**src/pkg/dwrr_pkg.sv**
```systemverilog
// shared constants, states and carriers of the warm-reset refresh sequencer
// assumes a single 100 MHz controller clock that also paces the memory clock count
package dwrr_pkg;

	// ****************************************
	// timing
	// ****************************************
	localparam int unsigned CLK_PERIOD_PS   = 10000;
	localparam int unsigned CLK_SETTLE_NS   = 100;
	localparam int unsigned CLK_SETTLE_CYC  = (CLK_SETTLE_NS * 1000 + CLK_PERIOD_PS - 1)
		/ CLK_PERIOD_PS;
	localparam int unsigned SETTLE_W        = 8;

	// ****************************************
	// refresh interval field
	// ****************************************
	localparam int unsigned REF_IVAL_W      = 16;
	localparam int unsigned REF_IVAL_LSB    = 0;
	localparam logic [15:0] REF_IVAL_RST    = 16'h0c30;

	// ****************************************
	// states and carriers
	// ****************************************
	typedef enum logic [2:0] {
		ST_RUN      = 3'b000,
		ST_SR_ENTER = 3'b001,
		ST_BYPASS   = 3'b010,
		ST_RELOCK   = 3'b011,
		ST_CLK_ON   = 3'b100,
		ST_SR_EXIT  = 3'b101
	} dwrr_state_type;

	typedef struct packed {
		logic sr_enter;
		logic sr_exit;
		logic refresh;
		logic clk_bypass;
		logic clk_en;
		logic ready;
	} dwrr_mem_ctl_type;

endpackage : dwrr_pkg

```
**src/rtl/dwrr_refresh_timer.sv**
```systemverilog
// refresh interval timer, one tick every nonzero programmed number plus one of memory clock cycles
// assumes run and interval come from logic on ref_clk
`timescale 1ns/1ps
module dwrr_refresh_timer #(
	parameter int unsigned IVAL_W = dwrr_pkg::REF_IVAL_W
) (
	input  wire logic              ref_clk,
	input  wire logic              resetn,
	input  wire logic              run,
	input  wire logic [IVAL_W-1:0] interval,
	output logic                   tick
);
	import dwrr_pkg::*;

	typedef struct packed {
		logic [IVAL_W-1:0] cnt;
		logic              tick;
	} dwrr_timer_type;

	dwrr_timer_type r_reg;
	dwrr_timer_type r_next;

	// ****************************************
	// countdown
	// ****************************************
	always_comb begin
		r_next      = r_reg;
		r_next.tick = 1'b0;
		if (!run || interval == '0) begin
			r_next.cnt = interval;
		end else if (r_reg.cnt == '0) begin
			r_next.tick = 1'b1;
			r_next.cnt  = interval;
		end else if (r_reg.cnt > interval) begin
			// stale longer count cut to the new interval
			r_next.cnt = interval;
		end else begin
			r_next.cnt = r_reg.cnt - 1'b1;
		end
	end

	always_ff @(posedge ref_clk or negedge resetn) begin
		if (!resetn) begin
			r_reg <= '0;
		end else begin
			r_reg <= r_next;
		end
	end

	assign tick = r_reg.tick;
endmodule : dwrr_refresh_timer

```
**src/rtl/dwrr_warm_reset_seq.sv**
```systemverilog
// warm-reset self-refresh and memory clock sequencer of the memory controller
// assumes warm_reset_n and pll_lock arrive asynchronously, refresh_interval from ref_clk logic
//
// Behaviour
// - hold 16-bit refresh interval in memory cycles
// - warm reset puts memory into self-refresh
// - clock switches to pll bypass during warm reset
// - release: leave self-refresh, clock back functional
// - interval reloaded at self-refresh exit, so no slow refresh after release
// - memory clock never below minimum frequency
// - memory clock stable after self-refresh exit
`timescale 1ns/1ps
module dwrr_warm_reset_seq #(
	parameter int unsigned IVAL_W     = dwrr_pkg::REF_IVAL_W,
	parameter int unsigned SETTLE_CYC = dwrr_pkg::CLK_SETTLE_CYC
) (
	input  wire logic                      ref_clk,
	input  wire logic                      resetn,
	input  wire logic                      warm_reset_n,
	input  wire logic                      pll_lock,
	input  wire logic [IVAL_W-1:0]         refresh_interval,
	output dwrr_pkg::dwrr_mem_ctl_type     mem_ctl,
	output dwrr_pkg::dwrr_state_type       seq_state
);
	import dwrr_pkg::*;

	typedef struct packed {
		logic                  warm_s1;
		logic                  warm_s2;
		logic                  lock_s1;
		logic                  lock_s2;
		dwrr_state_type        st;
		logic [SETTLE_W-1:0]   settle;
		logic [IVAL_W-1:0]     ival;
		dwrr_mem_ctl_type      ctl;
	} dwrr_seq_type;

	localparam logic [SETTLE_W-1:0] SETTLE_LAST = SETTLE_W'(SETTLE_CYC - 1);

	dwrr_seq_type r_reg;
	dwrr_seq_type r_next;
	logic         warm_active;
	logic         lock_ok;
	logic         tick;

	assign warm_active = ~r_reg.warm_s2;
	assign lock_ok     = r_reg.lock_s2;

	// ****************************************
	// refresh timer
	// ****************************************
	dwrr_refresh_timer #(
		.IVAL_W   (IVAL_W)
	) u_timer (
		.ref_clk  (ref_clk),
		.resetn   (resetn),
		.run      (r_reg.ctl.ready),
		.interval (r_reg.ival),
		.tick     (tick)
	);

	// ****************************************
	// sequencer
	// ****************************************
	always_comb begin
		r_next         = r_reg;
		r_next.warm_s1 = warm_reset_n;
		r_next.warm_s2 = r_reg.warm_s1;
		r_next.lock_s1 = pll_lock;
		r_next.lock_s2 = r_reg.lock_s1;
		case (r_reg.st)
			ST_RUN: begin
				if (warm_active) begin
					r_next.st = ST_SR_ENTER;
				end
			end
			ST_SR_ENTER: begin
				r_next.st = ST_BYPASS;
			end
			ST_BYPASS: begin
				if (!warm_active) begin
					r_next.st = ST_RELOCK;
				end
			end
			ST_RELOCK: begin
				r_next.settle = '0;
				if (warm_active) begin
					r_next.st = ST_BYPASS;
				end else if (lock_ok) begin
					r_next.st = ST_CLK_ON;
				end
			end
			ST_CLK_ON: begin
				r_next.settle = r_reg.settle + 1'b1;
				if (warm_active) begin
					r_next.st = ST_BYPASS;
				end else if (!lock_ok) begin
					r_next.st = ST_RELOCK;
				end else if (r_reg.settle == SETTLE_LAST) begin
					r_next.st = ST_SR_EXIT;
				end
			end
			ST_SR_EXIT: begin
				r_next.st = ST_RUN;
			end
			default: begin
				r_next.st = ST_SR_ENTER;
			end
		endcase
		// interval tracked only at functional clock, so refresh never runs slow
		if (r_next.st == ST_RUN || r_next.st == ST_SR_EXIT) begin
			r_next.ival = refresh_interval;
		end
		r_next.ctl.sr_enter   = (r_next.st == ST_SR_ENTER);
		r_next.ctl.sr_exit    = (r_next.st == ST_SR_EXIT);
		r_next.ctl.clk_bypass = (r_next.st == ST_SR_ENTER) || (r_next.st == ST_BYPASS);
		// clock held off while slow or relocking, lock loss in run ignored
		r_next.ctl.clk_en     = (r_next.st == ST_RUN) || (r_next.st == ST_CLK_ON)
			|| (r_next.st == ST_SR_EXIT);
		r_next.ctl.ready      = (r_next.st == ST_RUN);
		r_next.ctl.refresh    = tick && (r_next.st == ST_RUN) && (r_reg.st == ST_RUN);
	end

	always_ff @(posedge ref_clk or negedge resetn) begin
		if (!resetn) begin
			r_reg            <= '0;
			r_reg.warm_s1    <= 1'b1;
			r_reg.warm_s2    <= 1'b1;
			r_reg.st         <= ST_RUN;
			r_reg.ival       <= REF_IVAL_RST;
			r_reg.ctl.clk_en <= 1'b1;
			r_reg.ctl.ready  <= 1'b1;
		end else begin
			r_reg <= r_next;
		end
	end

	assign mem_ctl   = r_reg.ctl;
	assign seq_state = r_reg.st;
endmodule : dwrr_warm_reset_seq

```
**config.mk**
```make
export PLATFORM = sky130hd
export DESIGN_NAME = dwrr_warm_reset_seq
export DESIGN_NICKNAME = d
export VERILOG_FILES = /design/src/pkg/dwrr_pkg.sv /design/src/rtl/dwrr_refresh_timer.sv /design/src/rtl/dwrr_warm_reset_seq.sv
export SDC_FILE = /design/constraint.sdc
export NUM_CORES = 1
export LEC_CHECK = 0
export ABC_CLOCK_PERIOD_IN_PS = 2400
export BUFFER_PORTS_ARGS = -buffer_cell sky130_fd_sc_hd__buf_2
export CAP_MARGIN = 20
export CORE_AREA = 2 2 80 82
export DETAILED_ROUTE_END_ITERATION = 8
export DIE_AREA = 0 0 82 84
export GPL_TIMING_DRIVEN = 0
export HOLD_SLACK_MARGIN = 0.08
export PLACE_DENSITY = 0.69
export SLEW_MARGIN = 15
export SYNTH_ARGS = -nofsm -noshare
export SYNTH_HDL_FRONTEND = slang
export SYNTH_SLANG_ARGS = --single-unit
```
**constraint.sdc**
```tcl
create_clock -name ref_clk -period 2.4 [get_ports ref_clk]
set_input_delay 0.12 -clock ref_clk [delete_from_list [all_inputs] [get_ports ref_clk]]
set_output_delay 0.12 -clock ref_clk [all_outputs]
set_load 0.05 [all_outputs]
```
==> results of run 1 <==
logic make-up after synthesis:
family                     after synthesis
AOI/OAI and AO/OA                       34
xor gates and xnor gates                16
adders and majority gates               20
buffers and inverters                   36
DFF                                     54
muxes                                   33
and+or+nand+nor                         78
per-stage QoR:
| step | setup TNS [ns] | power [mW] | hold WS [ns] | area [µm²] | utilization (%) |
|---|---|---|---|---|---|
| 6_report | -0.00327 | 4.55 | 0.355 | 3700 | 60.6 |
| 5_1_grt | -0.531 | 4.90 | 0.374 | 3700 | 60.6 |
| 4_1_cts | 0 | 4.26 | 0.359 | 3530 | 58.0 |
| 3_5_place_dp | -3.23 | 3.53 | 0.210 | 3180 | 52.2 |
| 3_3_place_gp | -2.38 | 3.46 | 0.227 | 3180 | 52.2 |
| 2_1_floorplan | 0 | 3.08 | -0.176 | 2940 | - |
cell usage after synthesis (all sizes together) (2+ instances only):
master   n
or3      2
clkbuf   2
o31ai    2
o21a     2
mux2    17
o21ai   12
xnor2   12
nand3    8
nor4    11
nand2   16
xor2     4
inv     21
dfstp    8
nor2    11
ha      20
buf     13
or4      2
nand4    7
nor3b    3
o211ai   2
mux2i   16
dfrtp   46
nor2b    6
nor3     7
a21oi   13
critical path: stages, from the launching register on:
cell and delay [ns]:
dfstp_2 0.57, inv_2 0.05, ha_4 0.26, nand4_1 0.18
or3_4 0.42, a21oi_2 0.14, nor3b_2 0.06, o21a_1 0.18
buf_6 0.14, mux2_4 0.29
area by class of cell:
class                   count  area, µm²
clock inverters             1       30.0
inverters                  21       78.8
flip-flops and latches     54       1360
plain buffers              15        121
well taps                  77       96.3
clock buffers               7       86.3
multi-input cells         181       1470
fillers                   507       2400
repair buffers             60        448
power breakdown:
group / total, mW / internal [mW] / leakage, nW / switching [mW]
sequential: 1.66 / 1.28 / 0.653 / 0.379
clock: 0.626 / 0.341 / 0.0585 / 0.285
combinational: 2.26 / 1.13 / 0.904 / 1.14
what timing repair did:
action / 4_1_cts / 5_1_grt
setup buffers: 4 / 8
pin swaps: 4 / 8
hold endpoints to repair: 64 / 0
endpoints found under the setup margin: 25 / 30
hold buffers: 19 / 0
resized for setup: 4 / 12
cloned: 0 / 1
final timing paths:
check / start / end / cells past startpoint
worst max-delay path: r_reg[17] / u_timer.r_reg[1] / 9
worst min-delay path: r_next[33] / lock_ok / 0
worst max register to register: r_reg[17] / u_timer.r_reg[1] / 9
worst min register to register: r_next[33] / lock_ok / 0
max in group asynchronous: resetn / r_reg[12] / 2
min in group asynchronous: resetn / seq_state[1] / 2
routing by layer:
layer	track usage, %	part of all wire [%]	vias up
li1	-	-	1088
met1	26.6	49	1071
met2	27.3	48	37
met3	2.92	2.2	4
met4	6.06	0.94	0
met5	0	0	-
==> reports/results.ini, run 1 <==
[routing]
firstDrtPassIters = 4
drt-vias-per-instance = 5.29
dr_total_vias = 2200
drt_iter0_drc = 114
drc = 0
routed_wl_um = 6140
wl_per_cell_um = 14.8
ant_nets = 0

[run_status]
violations = negative setup slack
status = complete, but fails checks

[finish]
largest_register_ffs = 25
final_common_cell = dfrtp_1
nNetsFinal = 378
layout-drive-gt1-share_pct = 30.7
finalNonFillerCells = 416
area_growth_pct = 25.5
mostFrequentLayoutCells = 46 x dfrtp_1, 27 x buf_2, 23 x buf_4
diodes = 0

[timing]
max_freq_ghz = 0.416
tightestPinTransition_ns = 0.660
period_needed_ns = 2.40
fin_crit_sh_pct = 100
finalSetupViolCount = 1
timing.final.ws_setup_ns = -0.00327
clock-skew-final_ns = 0.00213
slew_viol_final = 0
slew_headroom_pct = 56.0
final_hold_viol_count = 0
rsz0062_at_grt = true

[clock_network]
cts_tree = built
htreeDepth = 2
insertion_delay_ns = 0.30
clockBufferDepth = 2
cts_buffers = 5
cts_sinks = 54
path_clk_slew_ns = 0.09
root_buffer = clkbuf_8

[synth]
synth_cell_types = 40
yosys.area.top_type_share_pct = 39.1
synth_compound_area_share_pct = 6.54
synthCells = 271
synth_edf_count = 0
synth_warnings = 0
synthMuxAreaShare_pct = 12.1
yosys_most_used_dff = dfrtp_1
yosys_register_bits = 54
synth-xor-area-share_pct = 4.76
synth_top_family_by_area = simple AND/OR/NAND/NOR gates
syn_avg_cell_area_um2 = 10.9
syn_area_mm2 = 0.00294
ys_seq_area_share_pct = 46.2
synth_area_leaders = dfrtp_1 39%, ha_1 8.5%, dfstp_2 7.1%
synth-simple-area-share_pct = 15.2
synth_top_cell_by_area = dfrtp_1
synth_fp_nets = 311
synth_fa_ha_area_share_pct = 8.50
ys_async_sr_fraction_pct = 100

[grt]
track_usage_pct = 18.2
grt_pass1_vias = 2055
grt_max_degree = 55
grt_pass1_wl_um = 9630
antenna_found_initial = 0
overflow = 0

[setup_path]
crit_arrival_ns = 2.59
path_max_fanout = 6
critPathLaunchType = flip-flop
worst-setup-path-type = flip-flop to flip-flop
required_ns = 2.59
cp-end-kind = flip-flop
reg2reg_slack_ns = -0.003

[power]
vdd_ir_drop_max_v = 0.000621
power_density_mw_per_mm2 = 1230
p_leak_nw = 1.61

[placement]
pre_cts_slack_ns = -0.294
hpwl_um = 4170
dpl.cell_count = 376
io_buffers = 28
gp_congestion = 0.859

[run]
cap_violations = 0

[floorplan]
num_io_pins = 29
fp.dieArea_mm2 = 0.00689
initial_utilization_pct = 48.3
fp.dieH_um = 84
row_count = 29
core_area_mm2 = 0.00610
dieWidth_um = 82

[hold_path]
min_path_type = flip-flop to flip-flop

No activity file was read; power rests on OpenSTA's default activity.
==> inputs of run 2 (changes only) <==
--- a/config.mk
+++ b/config.mk
@@ -5,15 +5,16 @@
 export SDC_FILE = /design/constraint.sdc
 export NUM_CORES = 1
 export LEC_CHECK = 0
+export ABC_AREA = 1
 export ABC_CLOCK_PERIOD_IN_PS = 2400
 export BUFFER_PORTS_ARGS = -buffer_cell sky130_fd_sc_hd__buf_2
-export CAP_MARGIN = 20
-export CORE_AREA = 2 2 80 82
+export CAP_MARGIN = 10
+export CORE_AREA = 2 2 82 84
 export DETAILED_ROUTE_END_ITERATION = 8
-export DIE_AREA = 0 0 82 84
+export DIE_AREA = 0 0 84 86
 export GPL_TIMING_DRIVEN = 0
 export HOLD_SLACK_MARGIN = 0.08
-export PLACE_DENSITY = 0.69
+export PLACE_DENSITY = 0.68
 export SLEW_MARGIN = 15
 export SYNTH_ARGS = -nofsm -noshare
 export SYNTH_HDL_FRONTEND = slang
==> run 2 against run 1 <==
Net effect:
- largest power group unchanged
- clock power shrank 15%
- sequential power is essentially flat
- cell count grew 21%
- final area shrank 2.9%
- largest cell class unchanged
- the run now ends clean
- clock skew grew 0.0038 ns
- synthesized area grew 3.8%
- count of clock-buffer cells in the layout is the same
- fmax grew 10%
- die area grew 4.9%
==> reports/results.ini, run 2 <==
[synth]
synth_edf_count = 0  ; unchanged
ys_seq_area_share_pct = 44.5  ; was 46.2%
synth_fp_nets = 411  ; was 311
synth_area_leaders = dfrtp_1 38%, nand2_1 12%, ha_1 8.2%  ; was dfrtp_1 39%, ha_1 8.5%, dfstp_2 7.1%
synthCells = 371  ; was 271
yosys_register_bits = 54  ; unchanged
ys_async_sr_fraction_pct = 100  ; unchanged
synth_most_common_cell = nand2_1  ; was dfrtp_1
synth_warnings = 0  ; unchanged
synth_top_cell_by_area = dfrtp_1  ; unchanged
yosys.area.top_type_share_pct = 37.7  ; was 39.1%
yosys_most_used_dff = dfrtp_1  ; unchanged
syn_avg_cell_area_um2 = 8.24  ; was 10.9 µm²
synth_cell_types = 31  ; was 40
synthTopCellsByCount = 98 x nand2_1, 46 x dfrtp_1, 43 x inv_1  ; was 46 x dfrtp_1, 21 x inv_1, 20 x ha_1
syn_area_mm2 = 0.00306  ; was 0.00294 mm²

[finish]
final_common_cell = nand2_1  ; was dfrtp_1
area_growth_pct = 17.4  ; was 25.5%
largest_register_ffs = 25  ; unchanged
layout-drive-gt1-share_pct = 17.8  ; was 30.7%
mostFrequentLayoutCells = 97 x nand2_1, 46 x dfrtp_1, 43 x inv_1  ; was 46 x dfrtp_1, 27 x buf_2, 23 x buf_4
final_area_mm2 = 0.00359  ; was 0.00370 mm²
nNetsFinal = 465  ; was 378
fillers = 572  ; was 507
diodes = 0  ; unchanged

[placement]
hpwl_um = 4670  ; was 4170 µm
gp_congestion = 0.874  ; was 0.859
placed_area_mm2 = 0.00330  ; was 0.00318 mm²
io_buffers = 28  ; unchanged
pre_cts_slack_ns = 0.106  ; was -0.294 ns

[setup_path]
crit_arrival_ns = 2.37  ; was 2.59 ns
timing.rr.start = r_reg[17]  ; unchanged
worst-setup-path-type = flip-flop to flip-flop  ; unchanged
critPathLaunchType = flip-flop  ; unchanged
cp-end-kind = flip-flop  ; unchanged
required_ns = 2.59  ; about the same
rr_worst_depth = 13  ; was 9
worst_path_most_repeated_cell = nand2_1
path_max_fanout = 10  ; was 6
cp_cell_sequence = inv_1 -> ha_1 -> nand2_1 -> inv_1 -> o21ai_0 -> a21oi_1 -> nor2_1 -> nand2_1 -> nand2_2 -> nand2_4 -> buf_2 -> nand2_1 -> o21ai_0  ; was inv_2 -> ha_4 -> nand4_1 -> or3_4 -> a21oi_2 -> nor3b_2 -> o21a_1 -> buf_6 -> mux2_4
setup.worst_path.start = r_reg[17]  ; unchanged
reg2reg_slack_ns = 0.21  ; was -0.003 ns
rr_endpoint = u_timer.r_reg[15]  ; was u_timer.r_reg[1]
slowest_delay_ns = 0.57  ; about the same
endpoint = u_timer.r_reg[15]  ; was u_timer.r_reg[1]
crit_slowest_cell = dfstp_2  ; unchanged

[routing]
dr_total_vias = 2539  ; was 2200
ant_nets = 0  ; unchanged
drt_iter0_drc = 141  ; was 114
firstDrtPassIters = 6  ; was 4
drt-vias-per-instance = 5.05  ; was 5.29
wl_per_cell_um = 12.5  ; was 14.8 µm
drc = 0  ; unchanged
routed_wl_um = 6280  ; was 6140 µm

[hold_path]
min_path_type = flip-flop to flip-flop  ; unchanged
whs_path_depth = 0  ; unchanged

[grt]
grt_pass1_wl_um = 11200  ; was 9630 µm
grt_max_degree = 55  ; unchanged
antenna_found_initial = 0  ; unchanged
grt_pass1_vias = 2452  ; was 2055
overflow = 0  ; unchanged
track_usage_pct = 19.1  ; was 18.2%

[clock_network]
path_clk_slew_ns = 0.10  ; was 0.09 ns
insertion_delay_ns = 0.30  ; about the same
cts_tree = built  ; unchanged
clockBufferDepth = 2  ; unchanged
cts_buffers = 5  ; unchanged
htreeDepth = 2  ; unchanged
cts_sinks = 54  ; unchanged
root_buffer = clkbuf_8  ; unchanged

[power]
vdd_ir_drop_max_v = 0.000657  ; was 0.000621 V
p_int_mw = 2.40  ; was 2.75 mW
p_sw_share_pct = 46.4  ; was 39.6%
power_frac_clock_pct = 12.0  ; was 13.8%
p_sw_mw = 2.07  ; was 1.80 mW
p_leak_nw = 1.82  ; was 1.61 nW
finalPower_mw = 4.47  ; was 4.55 mW
sequentialPowerShare_pct = 36.7  ; was 36.5%
power_density_mw_per_mm2 = 1240  ; was 1230 mW/mm²
p_comb_share_pct = 51.3  ; was 49.8%

[run]
cap_violations = 0  ; unchanged

[floorplan]
core_area_mm2 = 0.00628  ; was 0.00610 mm²
initial_utilization_pct = 48.7  ; was 48.3%
fp.dieH_um = 86  ; was 84 µm
dieWidth_um = 84  ; was 82 µm
row_count = 29  ; unchanged
num_io_pins = 29  ; unchanged
fp.dieArea_mm2 = 0.00722  ; was 0.00689 mm²

[timing]
slew_viol_final = 0  ; unchanged
holdWs_ns = 0.361  ; was 0.355 ns
timing.final.ws_setup_ns = 0.214  ; was -0.00327 ns
max_freq_ghz = 0.458  ; was 0.416 GHz
final_hold_viol_count = 0  ; unchanged
slew_headroom_pct = 55.3  ; was 56.0%
period_needed_ns = 2.19  ; was 2.40 ns
clock-skew-final_ns = 0.00598  ; was 0.00213 ns
tightestPinTransition_ns = 0.670  ; was 0.660 ns
finalSetupTns_ns = 0  ; was -0.00327 ns
finalSetupViolCount = 0  ; was 1
rsz0062_at_grt = false  ; was true
fin_crit_sh_pct = 91.1  ; was 100%

[run_status]
status = complete, no violations  ; was complete, but fails checks

## run 2: cell count changes in the layout (fill, tap and decap cells not counted), sizes merged, moves of 5 or more
cell	change
nor2b	-6
nor4	-8
nand2	+87
mux2i	-16
inv	+28
nor2	+20
mux2	-17
buf	-10
xnor2	-5
nand3	+26
## run 2: metal layers
metal / share of wire [%] / routed length, µm / global-route usage [%] / vias up
met4: 0.43 / 27 / 4.25 / 0
li1: - / - / - / 1296
met1: 49 / 3060 / 27.3 / 1202
met2: 47 / 2970 / 31.5 / 39
met3: 3.4 / 215 / 2.41 / 2
met5: 0 / 0 / 0 / -
## run 2: layout make-up
type | instances | area [µm²] | share of cell area (%)
clock buffer | 7 | 86.3 | 2.41
inverter | 48 | 180 | 5.02
buffer | 14 | 101 | 2.82
clock inverter | 1 | 8.76 | 0.244
sequential | 54 | 1360 | 37.9
timing repair buffer | 47 | 333 | 9.27
tap | 77 | 96.3 | 2.68
multi-input combinational | 255 | 1420 | 39.6
## run 2: worst max-delay path: cells and delay by family, from the launching register on
kind / cells / cell delay [ns]
fa+ha+maj: 1 / 0.30
buf+inv: 3 / 0.32
flops: 1 / 0.57
simple gates: 6 / 0.63
compound gates: 3 / 0.23
## run 2: logic make-up after synthesis
| kind of cell | after synthesis | share of synthesized area [%] |
|---|---|---|
| AND/OR/NAND/NOR | 183 | 27.0 |
| AO/OA/AOI/OAI | 37 | 6.75 |
| flip-flops | 54 | 44.5 |
| adder cells (fa/ha/maj) | 20 | 8.19 |
| buffers and inverters | 62 | 9.21 |
| XOR/XNOR | 15 | 4.30 |
## run 2: stage by stage
stage,std cells,util [%]
global placement,476,52.5
CTS,503,57.0
finish,503,57.2
detailed placement,476,52.5
floorplan,371,-
global route,503,57.2
## run 2: worst min-delay path by stage
stage / slack [ns] / start / to
2_1_floorplan: -0.18 / resetn / lock_ok
3_3_place_gp: 0.23 / warm_reset_n / r_next[35]
3_5_place_dp: 0.21 / resetn / r_next[33]
4_1_cts: 0.36 / r_next[35] / r_reg[35]
5_1_grt: 0.37 / r_next[35] / r_reg[35]
6_report: 0.36 / r_next[35] / r_reg[35]
## run 2: what timing repair did
item / CTS / global route
endpoints found under the hold margin: 64 / 0
gates resized for setup: 0 / 2
hold buffers: 19 / 0
setup buffers: 0 / 0
endpoints found under the setup margin: 0 / 15
## run 2: power by group through the flow
| stage | Clock, mW | Sequential (mW) | Combinational [mW] |
|---|---|---|---|
| after floorplan | 0 | 1.53 | 1.82 |
| after global placement | 0 | 1.64 | 2.19 |
| after detailed placement | 0 | 1.65 | 2.25 |
| after CTS | 0.559 | 1.63 | 2.29 |
| after global routing | 0.585 | 1.69 | 2.65 |
| final | 0.535 | 1.64 | 2.29 |
